`src/hw/sgcs_pkg.sv`:
```
package sgcs_pkg;
   // Low address byte of the glue registers.
   localparam logic [7:0] SGCS_ADDR_PINMUX = 8'hDF;
   localparam logic [7:0] SGCS_ADDR_RAM_UB = 8'hE6;
   localparam logic [7:0] SGCS_ADDR_RAM_LB = 8'hE7;
   localparam logic [7:0] SGCS_ADDR_ROM_B = 8'hE8;
   // Pin multiplex select bit position.
   localparam int SGCS_PINMUX_BIT = 2;
   // Reset values.
   localparam logic [7:0] SGCS_PINMUX_RST = 8'h00;
   localparam logic [7:0] SGCS_RAM_UB_RST = 8'hFF;
   localparam logic [7:0] SGCS_RAM_LB_RST = 8'hF0;
   localparam logic [7:0] SGCS_ROM_B_RST = 8'hF0;
   // Auxiliary select window: address bits 7:6 equal to 2'b10.
   localparam logic [1:0] SGCS_AUX_A76 = 2'h2;
   // Refresh interval choices in system states.
   localparam logic [6:0] SGCS_REF_INT0 = 7'h0A;
   localparam logic [6:0] SGCS_REF_INT1 = 7'h14;
   localparam logic [6:0] SGCS_REF_INT2 = 7'h28;
   localparam logic [6:0] SGCS_REF_INT3 = 7'h50;
   // Least reset hold in system clock cycles (kept by the outside).
   localparam int SGCS_RESET_HOLD_CYC = 3;
   // Emulation modes.
   typedef enum logic [3:0] {
      SGCS_EMU_NORMAL = 4'h1,
      SGCS_EMU_ADAPTER = 4'h2,
      SGCS_EMU_PROBE = 4'h4,
      SGCS_EMU_TEST = 4'h8
   } sgcs_emu_t;
   // Wait sequencer states.
   typedef enum logic [1:0] {
      SGCS_W_IDLE = 2'h1,
      SGCS_W_COUNT = 2'h2
   } sgcs_wst_t;
endpackage

```
`src/hw/sgcs_sync2.sv`:
```
`timescale 1ns/100ps
`default_nettype none
// Two flip-flop synchroniser for pin inputs.
module sgcs_sync2 #(
   parameter int W = 1
) (
   input wire logic mclk,
   input wire logic rst_b,
   input wire logic [W-1:0] d,
   output logic [W-1:0] q
);
   logic [W-1:0] meta;

   // First stage feeds only the second stage.
   always_ff @(posedge mclk) begin
      if (!rst_b) begin
         meta <= '0;
         q <= '0;
      end else begin
         meta <= d;
         q <= meta;
      end
   end
endmodule
`default_nettype wire

```
`src/hw/sgcs_glue.sv`:
```
// Contract
// - Auxiliary select low only for I/O cycles with low address 80-BF.
// - Auxiliary select ignores address bits 15 to 8.
// - Shared pin defaults to auxiliary select; mux bit 2 selects chain output.
// - Chain output high only with chain input high and no on-chip service.
// - Emulation pins decode to normal, adapter, probe and test modes.
// - RAM select low for memory cycles inside RAM boundary window.
// - ROM select low for memory cycles inside ROM region and outside RAM boundary window.
// - System clock output is a quarter or half of input rate by mode.
// - Bus enable output is a machine-cycle clock during transactions.
// - Status flag decodes cycle type together with halt.
// - Zero to three programmed wait states for memory, I/O and DMA.
// - Largest wait count among RAM, ROM and general generators wins.
// - Periodic refresh with 8-bit address, disable and period control.
// - Pin multiplex register read/write at low address DF.
// - RAM upper bound at E6, lower bound at E7, read/write.
// - ROM bound register read/write at low address E8.
`timescale 1ns/100ps
`default_nettype none
module sgcs_glue
   import sgcs_pkg::*;
(
   input wire logic mclk,
   input wire logic rst_b,
   input wire logic [15:0] addr,
   input wire logic [19:12] phys_addr_hi,
   input wire logic io_request_n,
   input wire logic memory_request_n,
   input wire logic opcode_fetch_cycle_n,
   input wire logic halt_n,
   input wire logic write_strobe,
   input wire logic [7:0] write_data,
   output logic [7:0] read_data,
   input wire logic chain_enable_in,
   input wire logic onchip_int_service,
   input wire logic emulation_select_low,
   input wire logic emulation_select_high,
   input wire logic clock_div_one,
   input wire logic cycle_status,
   input wire logic bus_cycle_active,
   input wire logic dma_cycle,
   input wire logic [1:0] general_wait,
   input wire logic [1:0] ram_wait,
   input wire logic [1:0] rom_wait,
   input wire logic refresh_enable,
   input wire logic [1:0] refresh_interval,
   output logic aux_io_select_n,
   output logic aux_pin_oe,
   output logic chain_enable_out,
   output logic ram_select_n,
   output logic rom_select_n,
   output logic system_clock_out,
   output logic bus_enable_clock,
   output logic machine_cycle_flag,
   output logic wait_n,
   output logic [3:0] emulation_mode,
   output logic refresh_request,
   output logic [7:0] refresh_address
);
   logic [7:0] pinmux;
   logic [7:0] ram_upper_bound;
   logic [7:0] ram_lower_bound;
   logic [7:0] rom_bound;
   logic [2:0] pins_sync;
   logic chain_in_s;
   logic emu_lo_s;
   logic emu_hi_s;
   logic io_cycle;
   logic aux_hit;
   logic [7:0] page;
   logic ram_hit;
   logic rom_hit;
   logic mem_cycle;
   logic phi_en;
   logic phi_div;
   logic bus_en;
   logic [1:0] next_wait_count;
   logic [1:0] wait_count;
   sgcs_wst_t wstate;
   logic cycle_d;
   logic [6:0] ref_timer;
   logic [6:0] ref_limit;
   sgcs_emu_t emu;

   // Chain and emulation pin inputs pass two flip-flops before use.
   sgcs_sync2 #(.W(3)) u_pins (
      .mclk(mclk),
      .rst_b(rst_b),
      .d({chain_enable_in, emulation_select_high, emulation_select_low}),
      .q(pins_sync)
   );
   assign chain_in_s = pins_sync[2];
   assign emu_hi_s = pins_sync[1];
   assign emu_lo_s = pins_sync[0];

   always_ff @(posedge mclk) begin
      if (!rst_b) begin
         pinmux <= SGCS_PINMUX_RST;
      end else if (io_cycle && write_strobe && addr[7:0] == SGCS_ADDR_PINMUX) begin
         pinmux <= write_data;
      end
   end

   // boundary registers, low byte decode only.
   always_ff @(posedge mclk) begin
      if (!rst_b) begin
         ram_upper_bound <= SGCS_RAM_UB_RST;
         ram_lower_bound <= SGCS_RAM_LB_RST;
         rom_bound <= SGCS_ROM_B_RST;
      end else if (io_cycle && write_strobe) begin
         if (addr[7:0] == SGCS_ADDR_RAM_UB) begin
            ram_upper_bound <= write_data;
         end
         if (addr[7:0] == SGCS_ADDR_RAM_LB) begin
            ram_lower_bound <= write_data;
         end
         if (addr[7:0] == SGCS_ADDR_ROM_B) begin
            rom_bound <= write_data;
         end
      end
   end

   // Registered read data; unmapped addresses read zero.
   always_ff @(posedge mclk) begin
      if (!rst_b) begin
         read_data <= 8'h00;
      end else begin
         case (addr[7:0])
            SGCS_ADDR_PINMUX: read_data <= pinmux;
            SGCS_ADDR_RAM_UB: read_data <= ram_upper_bound;
            SGCS_ADDR_RAM_LB: read_data <= ram_lower_bound;
            SGCS_ADDR_ROM_B: read_data <= rom_bound;
            default: read_data <= 8'h00;
         endcase
      end
   end

   // I/O cycle excludes interrupt acknowledge, where fetch is also low.
   assign io_cycle = !io_request_n && opcode_fetch_cycle_n;
   // auxiliary window decode uses only bits 7 and 6.
   assign aux_hit = io_cycle && (addr[7:6] == SGCS_AUX_A76);

   // shared pin function select; the pin is always driven.
   assign aux_pin_oe = 1'b1;
   // chain output gated by the chain input and on-chip service.
   assign chain_enable_out = pinmux[SGCS_PINMUX_BIT] && chain_in_s && !onchip_int_service;
   // auxiliary select appears only in its default pin function.
   assign aux_io_select_n = pinmux[SGCS_PINMUX_BIT] ? 1'b1 : !aux_hit;

   // memory selects from the top physical address byte.
   assign page = phys_addr_hi;
   assign mem_cycle = !memory_request_n;
   assign ram_hit = mem_cycle && page >= ram_lower_bound && page <= ram_upper_bound;
   assign rom_hit = mem_cycle && !ram_hit && page <= rom_bound;
   assign ram_select_n = !ram_hit;
   assign rom_select_n = !rom_hit;

   always_comb begin
      case ({emu_hi_s, emu_lo_s})
         2'h0: emu = SGCS_EMU_NORMAL;
         2'h1: emu = SGCS_EMU_ADAPTER;
         2'h2: emu = SGCS_EMU_PROBE;
         default: emu = SGCS_EMU_TEST;
      endcase
   end
   assign emulation_mode = emu;

   // system clock divider: toggles each cycle or follows the enable.
   always_ff @(posedge mclk) begin
      if (!rst_b) begin
         phi_div <= 1'b0;
      end else begin
         phi_div <= !phi_div;
      end
   end
   assign phi_en = clock_div_one ? 1'b1 : phi_div;

   // system clock output toggles on each rate enable, so divide by two halves its rate.
   always_ff @(posedge mclk) begin
      if (!rst_b) begin
         system_clock_out <= 1'b0;
      end else begin
         system_clock_out <= phi_en ? !system_clock_out : system_clock_out;
      end
   end

   // bus enable clock and status flag follow the machine cycle.
   always_ff @(posedge mclk) begin
      if (!rst_b) begin
         bus_en <= 1'b0;
         machine_cycle_flag <= 1'b0;
      end else if (phi_en) begin
         bus_en <= bus_cycle_active && !bus_en;
         machine_cycle_flag <= cycle_status && halt_n;
      end
   end
   assign bus_enable_clock = bus_en;

   // largest wait count among the applicable generators.
   always_comb begin
      next_wait_count = general_wait;
      if (ram_hit && ram_wait > next_wait_count) begin
         next_wait_count = ram_wait;
      end
      if (rom_hit && rom_wait > next_wait_count) begin
         next_wait_count = rom_wait;
      end
   end

   // wait sequencer, also for DMA cycles, starts at a cycle's rise.
   always_ff @(posedge mclk) begin
      if (!rst_b) begin
         wstate <= SGCS_W_IDLE;
         wait_count <= 2'h0;
         cycle_d <= 1'b0;
      end else if (phi_en) begin
         cycle_d <= mem_cycle || io_cycle || dma_cycle;
         case (wstate)
            SGCS_W_IDLE: begin
               if ((mem_cycle || io_cycle || dma_cycle) && !cycle_d && next_wait_count != 2'h0) begin
                  wait_count <= next_wait_count;
                  wstate <= SGCS_W_COUNT;
               end
            end
            SGCS_W_COUNT: begin
               wait_count <= wait_count - 2'h1;
               if (wait_count == 2'h1) begin
                  wstate <= SGCS_W_IDLE;
               end
            end
            default: wstate <= SGCS_W_IDLE;
         endcase
      end
   end
   assign wait_n = (wstate != SGCS_W_COUNT);

   always_comb begin
      case (refresh_interval)
         2'h0: ref_limit = SGCS_REF_INT0;
         2'h1: ref_limit = SGCS_REF_INT1;
         2'h2: ref_limit = SGCS_REF_INT2;
         default: ref_limit = SGCS_REF_INT3;
      endcase
   end

   // periodic refresh with an 8-bit incrementing address.
   always_ff @(posedge mclk) begin
      if (!rst_b) begin
         ref_timer <= 7'h00;
         refresh_request <= 1'b0;
         refresh_address <= 8'h00;
      end else begin
         refresh_request <= 1'b0;
         if (!refresh_enable) begin
            ref_timer <= 7'h00;
         end else if (phi_en) begin
            if (ref_timer + 7'h01 >= ref_limit) begin
               ref_timer <= 7'h00;
               refresh_request <= 1'b1;
               refresh_address <= refresh_address + 8'h01;
            end else begin
               ref_timer <= ref_timer + 7'h01;
            end
         end
      end
   end

   chain_gate_a: assert property (@(posedge mclk) disable iff (!rst_b)
      !chain_in_s |-> !chain_enable_out) else $error("chain output high with input low");
   chain_serv_a: assert property (@(posedge mclk) disable iff (!rst_b)
      onchip_int_service |-> !chain_enable_out) else $error("chain output high during service");
   aux_window_a: assert property (@(posedge mclk) disable iff (!rst_b)
      !aux_io_select_n |-> io_cycle && addr[7:6] == SGCS_AUX_A76) else $error("aux select outside window");
   aux_default_a: assert property (@(posedge mclk) disable iff (!rst_b)
      $rose(rst_b) |-> !pinmux[SGCS_PINMUX_BIT]) else $error("pin not default after reset");
   ram_window_a: assert property (@(posedge mclk) disable iff (!rst_b)
      !ram_select_n |-> mem_cycle && page >= ram_lower_bound && page <= ram_upper_bound)
      else $error("ram select outside window");
   rom_region_a: assert property (@(posedge mclk) disable iff (!rst_b)
      !rom_select_n |-> mem_cycle && page <= rom_bound) else $error("rom select outside region");
   wait_max_a: assert property (@(posedge mclk) disable iff (!rst_b)
      $fell(wait_n) |-> wait_count >= $past(general_wait) && (!$past(ram_hit) || wait_count >= $past(ram_wait))
      && (!$past(rom_hit) || wait_count >= $past(rom_wait))) else $error("wait count below a generator");
   phi_full_a: assert property (@(posedge mclk) disable iff (!rst_b)
      clock_div_one |=> $changed(system_clock_out)) else $error("system clock not toggling");
   phi_half_a: assert property (@(posedge mclk) disable iff (!rst_b)
      !clock_div_one && !$past(clock_div_one) && $past(rst_b) && $changed(system_clock_out)
      |=> $stable(system_clock_out)) else $error("system clock toggled on two cycles");
   emu_normal_a: assert property (@(posedge mclk) disable iff (!rst_b)
      !emu_hi_s && !emu_lo_s |-> emulation_mode == SGCS_EMU_NORMAL) else $error("emulation mode not normal");
   bus_idle_a: assert property (@(posedge mclk) disable iff (!rst_b)
      !bus_cycle_active && phi_en |=> !bus_enable_clock) else $error("bus enable high outside a transaction");
   ref_step_a: assert property (@(posedge mclk) disable iff (!rst_b)
      refresh_request |-> refresh_address == $past(refresh_address) + 8'h01)
      else $error("refresh address did not step");
   mux_write_a: assert property (@(posedge mclk) disable iff (!rst_b)
      io_cycle && write_strobe && addr[7:0] == SGCS_ADDR_PINMUX |=> pinmux == $past(write_data))
      else $error("pin multiplex write lost");
endmodule
`default_nettype wire

```
`config.mk`:
```
export PLATFORM = sky130hd
export DESIGN_NAME = sgcs_glue
export DESIGN_NICKNAME = d
export VERILOG_FILES = /design/src/hw/sgcs_pkg.sv /design/src/hw/sgcs_sync2.sv /design/src/hw/sgcs_glue.sv
export SDC_FILE = /design/constraint.sdc
export NUM_CORES = 1
export LEC_CHECK = 0
export ABC_AREA = 0
export BUFFER_PORTS_ARGS = -buffer_cell sky130_fd_sc_hd__buf_2
export CAP_MARGIN = 40
export CORE_ASPECT_RATIO = 0.5
export CORE_MARGIN = 1.5
export CORE_UTILIZATION = 30
export DETAILED_ROUTE_END_ITERATION = 6
export MAX_ROUTING_LAYER = met4
export PLACE_DENSITY = 0.58
export REMOVE_ABC_BUFFERS = 1
export SLEW_MARGIN = 0
export SYNTH_ARGS = -nofsm -noshare
export SYNTH_HDL_FRONTEND = slang
export SYNTH_SLANG_ARGS = --single-unit
```
`constraint.sdc`:
```
create_clock -name mclk -period 4.5 [get_ports mclk]
set_input_delay 1.125 -clock mclk [delete_from_list [all_inputs] [get_ports mclk]]
set_output_delay 1.125 -clock mclk [all_outputs]
set_load 0.01 [all_outputs]
```
Word-level counts from Yosys, hierarchy flattened
Index checks and enable logic that the tools add are counted.
- input bits: 56
- bits in registers: 71
- word-level logic and storage cells: 95
- multiplexer cells: 14
- reduce and logical (&&, ||, !) cells: 40
- eq/ne operators: 15
- add/sub/neg operators: 3
- order comparisons: 6
- operators with widths (operator ; number):
    8-bit equality test, second input constant ; 4
    8-bit one-hot mux with 4 select lines ; 1
    7-bit one-hot mux with 3 select lines ; 1
    8-bit less-or-equal comparator ; 2
    1-bit logical AND ; 16
    4-bit one-hot mux with 3 select lines ; 1
    3-bit AND reduction ; 4
    1-bit zero test ; 10
    2-bit two-way mux ; 5
    8-bit by 1-bit adder with 8-bit output, second input constant ; 1
    2-bit by 1-bit equality test with 1-bit output, second input constant ; 4
    2-bit equality test, second input constant ; 4
    8-bit >= comparator ; 1
    2-bit one-hot mux with 2 select lines ; 2
    2-bit AND reduction ; 4
    7-bit by 1-bit adder with 7-bit output, second input constant ; 1
    7-bit >= comparator ; 1
    7-bit two-way mux ; 1
    2-bit inequality test, second input constant ; 3
    2-bit greater-than comparator ; 2
    2-bit zero test ; 2
    2-bit nonzero test ; 2
    1-bit two-way mux ; 3
    1-bit logical OR ; 2
    2-bit by 1-bit subtractor with 2-bit output, second input constant ; 1

Logic depth before layout (Yosys ltp)
- depth in word-level cells: 12
- gate-level depth with buffers: 16
- depth with buffers taken out: 16

By module
From an unflattened synthesis, not the netlist that was laid out.
- cells, all modules: 453
- area, all modules: 3887.5 sq um
- modules (own cells, without submodules) (module ; seq. area each (sq um) ; cells each ; times used ; area an instance (sq um)):
    sgcs_glue ; 1301.2 ; 441 ; 1 ; 3729.8
    sgcs_sync2 ; 120.1 ; 12 ; 1 ; 157.7

Worst setup path after synthesis
No wires, ideal clock.
- path type: input-to-reg
- start: in phys_addr_hi[19] in the netlist's numbering
- end: reg wait_count[0]
- path buffers: 0
- cell stages on the path: 15
- setup slack: 231 ps
- arrival time: 4178 ps
- cell sequence: ha_1 > and3_1 > nand3b_1 > o32ai_1 > o311ai_2 > a211oi_4 > mux2_1 > ha_1 > a21oi_1 > o21ai_0 > nor3_1 > nand2_1 > and2_1 > a21o_1 > a311oi_1
- word-level cells in the longest chain between the ends: 12
- elaborated cells between the ends (all ways): 19
- RTL lines (element ; line ; RTL):
    start, declared ; sgcs_glue.sv:26 ; input wire logic [19:12] phys_addr_hi,
    8-bit >= comparator ; sgcs_glue.sv:153 ; assign ram_hit = mem_cycle && page >= ram_lower_bound && page <= ram_upper_bound;
    1-bit logical AND ; sgcs_glue.sv:153 ;
    1-bit logical AND * ; sgcs_glue.sv:153 ;
    1-bit zero test * ; - ;
    via ram_select_n ; sgcs_glue.sv:50 ; output logic ram_select_n,
    1-bit logical AND * (2 in a row) ; sgcs_glue.sv:154 ; assign rom_hit = mem_cycle && !ram_hit && page <= rom_bound;
    1-bit logical AND * ; sgcs_glue.sv:205 ; if (rom_hit && rom_wait > next_wait_count) begin
    2-bit two-way mux * ; sgcs_glue.sv:205 ;
    2-bit nonzero test ; sgcs_glue.sv:220 ; if ((mem_cycle || io_cycle || dma_cycle) && !cycle_d && next_wait_count != 2'h0) begin
    1-bit logical AND ; sgcs_glue.sv:220 ;
    2-bit inequality test (no source line) ; - ;
    3-bit AND reduction (no source line) ; - ;
    end signal, assigned ; sgcs_glue.sv:221 ; wait_count <= next_wait_count;
    end signal, assigned ; sgcs_glue.sv:226 ; wait_count <= wait_count - 2'h1;
    end, declared ; sgcs_glue.sv:78 ; logic [1:0] wait_count;
Mark *: on every way through the listed nets, which the timed path passes. The rest lies on a longest branch. The select of a mux whose other input is x is not followed.
A chain may end at the register's enable or synchronous reset.

Worst setup path in the final report
- start: in phys_addr_hi[19] in the netlist's numbering
- end: reg wait_count[1]
- word-level cells in the longest chain between the ends: 12
- elaborated cells between the ends (all ways): 19
- RTL lines (element ; line):
    8-bit >= comparator ; sgcs_glue.sv:153
    1-bit logical AND (2 in a row) ; sgcs_glue.sv:153
    1-bit logical AND / 1-bit zero test (equally long branches) ; sgcs_glue.sv:202, sgcs_glue.sv:154
    2-bit two-way mux / 1-bit logical AND (equally long branches) ; sgcs_glue.sv:202, sgcs_glue.sv:154
    2-bit greater-than comparator / 1-bit logical AND (equally long branches) ; sgcs_glue.sv:205, sgcs_glue.sv:154
    1-bit logical AND ; sgcs_glue.sv:205
    2-bit two-way mux * ; sgcs_glue.sv:205
    2-bit nonzero test ; sgcs_glue.sv:220
    1-bit logical AND ; sgcs_glue.sv:220
    2-bit inequality test (no source line) ; -
    3-bit AND reduction (no source line) ; -
Mark *: on every way between the ends. The rest lies on a longest branch, timed or not. The select of a mux whose other input is x is not followed.

==> flow_metrics.tcl <==
set metrics [dict create \
    status "finished clean" \
    final-max-slew-violation-count 0 \
    slew_headroom 0.5770 \
    worstSetupPathType "in -> reg" \
    grt_max_degree 28 \
    cts_buffer_depth 2 \
    die_h_um 82.78 \
    critPathMaxFanout 5 \
    rows 28 \
    dieWidth_um 162.6 \
    cts_tree "yes" \
    synth_fa_ha_area_frac 0.1212 \
    clkSlewWorstSetupHoldPaths_ns 0.06 \
    min_path_type "reg -> reg" \
    crit_end "wait_count[1]" \
    syn_avg_cell_area_um2 8.430 \
    postLayoutCellArea_mm2 0.004813 \
    die_area_mm2 0.01346 \
    initial_core_util 0.3150 \
    hold_viol 0 \
    vias_per_cell 4.776 \
    crit_required_ns 4.74 \
    tightest_slew_ns 0.6333 \
    end_kind "register" \
    reg2reg_depth 16 \
    wl_per_cell_um 12.91 \
    synth-seq-cells 71 \
    fillers 1269 \
    cts_root_buf "clkbuf_16" \
    fin_skew_ns 0.006344 \
    grt_pass1_wl_mm 14.43 \
    grt_pass1_vias 3085 \
    synth_most_common_cell "dfxtp_1" \
    r2r-start "ram_lower_bound[6]" \
    wl_mm 9.155 \
    syn_inst 453 \
    fin_crit_ns 4.182 \
    muxShareOfSynthArea 0.03440 \
    syn_area_mm2 0.003819 \
    drtIter0Drc 119 \
    post_dp_cell_area_mm2 0.004477 \
    synth_ff_type "dfxtp_1" \
    grt_overflow 0 \
    syn2layout_area_growth_pct 26.05 \
    synth_area_leader_cell "dfxtp_1" \
    postCtsSetupBuffers 0 \
    r2r_setup_slack_ns 0.83 \
    ys_seq_area_frac 0.3722 \
    coreArea_mm2 0.01212 \
    synth_warnings 0 \
    rsz0062_at_grt "false" \
    diodes 0 \
    clk_latency_ns 0.33 \
    postRouteAntennaNets 0 \
    cp-start-kind "input pin" \
    power.leakage_nw 2.120 \
    finalCritPeriodShare 0.9293 \
    synth.distinct_cells 51 \
    synth_top_area_share 0.3722 \
    nets 632 \
    fin_tns_setup_ns 0 \
    synthSimpleGateAreaFrac 0.2035 \
    synth_top_family_by_area "simple AND/OR/NAND/NOR gates" \
    drive_gt1_frac 0.2188 \
    critPathArrivalTime_ns 4.42 \
    cts.sinks 71 \
    dp_hpwl_mm 7.105 \
    antenna_found_initial 0 \
    cap_viol_max_count 0 \
    vias 3386 \
    drcViolationCount 0 \
    critPathLaunch "phys_addr_hi[19]" \
    grtUsageTotal 0.1416 \
    hold_buffers 0 \
    clock.fmax_ghz 0.2391 \
    dr.pass1.iters 4 \
    power_density_mw_per_mm2 322.6 \
    synth_edf_count 0 \
    async_flop_share 0 \
    port_buffers 76 \
    gp_congestion 0.7765 \
    setup_viol 0 \
    htree_levels 3 \
    yosys-top-cells-count "71 x dfxtp_1, 56 x nand2_1, 40 x a21oi_1" \
    finish.utilization 0.3971 \
    synth-xor-area-share 0.02752 \
    ios 86 \
    synth_area_leaders "dfxtp_1 37%, ha_1 12%, nand2_1 5.5%" \
    power_mw 1.553 \
    cts_buffers 9 \
    rr_endpoint "wait_count[1]" \
    vdd_ir_drop_max_mv 0.1605 \
    synth_compound_area_frac 0.1897 \
]
-- power by group --
part	switching, mW	leakage, nW	internal (mW)	total, mW
sequential	0.00762	0.576	0.641	0.648
clock	0.262	0.162	0.498	0.760
combinational	0.0792	1.38	0.0648	0.144
-- per-stage QoR --
step | worst slack, ns | hold WS (ns) | cells
detailed placement | -0.09288 | 0.4123 | 693
global placement | -0.06179 | 0.4025 | 692
floorplan | 0.2283 | 0.3931 | 436
global route | 0.002444 | 0.4467 | 709
CTS | 0.2719 | 0.4253 | 709
finish | 0.3183 | 0.4197 | 709
-- flip-flops by register name, indices dropped and copies added, names as in the netlist, 2 cells and up --
register	cells
pinmux	8
ram_lower_bound	8
ram_upper_bound	8
read_data	8
ref_timer	7
refresh_address	8
rom_bound	8
u_pins.meta	3
u_pins.q	3
wait_count	2
wstate	2
-- critical path, stage by stage --
cell and delay (ns):
buf_2 0.11, ha_1 0.30, and3_1 0.20, a221oi_1 0.48
o32ai_2 0.17, o311ai_2 0.17, a211oi_4 0.07, mux2_1 0.35
ha_1 0.28, a21oi_1 0.11, o21ai_0 0.09, nor3_1 0.18
nand2_1 0.17, and2_1 0.22, a21o_1 0.20, a311oi_1 0.20
-- worst min path at each step --
stage / slack [ns] / end / start / cells past startpoint
floorplan: 0.39 / phi_div / phi_div / 1
global placement: 0.40 / phi_div / phi_div / 1
detailed placement: 0.41 / phi_div / phi_div / 1
CTS: 0.43 / phi_div / phi_div / 1
global route: 0.45 / u_pins.q[0] / u_pins.meta[0] / 1
finish: 0.42 / phi_div / phi_div / 1
-- layout by cell type (no fill, tap or decap), types with 9 or more instances in the layout --
cell type,Yosys,routed
buf_2,1,76
dfxtp_1,71,71
nand2_1,56,56
a21oi_1,40,40
ha_1,37,37
nor2_1,35,35
inv_1,33,33
o211ai_1,17,17
a22oi_1,16,16
buf_4,1,15
mux2i_1,12,12
and2_1,11,11
nand3_1,10,10
o21ai_0,9,9
clkbuf_16,0,9
-- cell families (layout without fill, tap and decap cells) --
logic type | count (synthesis) | after routing
adder cells (fa/ha/maj) | 37 | 37
AO/OA/AOI/OAI | 109 | 109
multiplexers | 13 | 13
XOR/XNOR | 12 | 12
AND/OR/NAND/NOR | 160 | 160
buffers and inverters | 50 | 141
other | 1 | 1
flip-flops | 71 | 71
-- cell type report --
class	count	area, um2	area share
multi-input combinational	332	2218	0.4609
timing repair buffer	92	520.5	0.1081
clock inverter	6	83.83	0.01742
sequential	71	1421	0.2953
tap	165	206.4	0.04289
clock buffer	10	239.0	0.04965
inverter	33	123.9	0.02573
-- what timing repair did --
action / in CTS / in global routing
endpoints found under the hold margin: 0 / 0
setup endpoints to repair: 0 / 2
gates resized for setup: 0 / 2
-- per-layer routing --
| layer | wire [um] | global-route usage | up-vias |
|---|---|---|---|
| li1 | - | - | 1766 |
| met1 | 4361 | 0.1750 | 1571 |
| met2 | 4404 | 0.2393 | 45 |
| met3 | 347 | 0.03279 | 4 |
| met4 | 41 | 0.03119 | 0 |
| met5 | 0 | - | - |
Note: power is estimated with default switching activity, not from simulation.
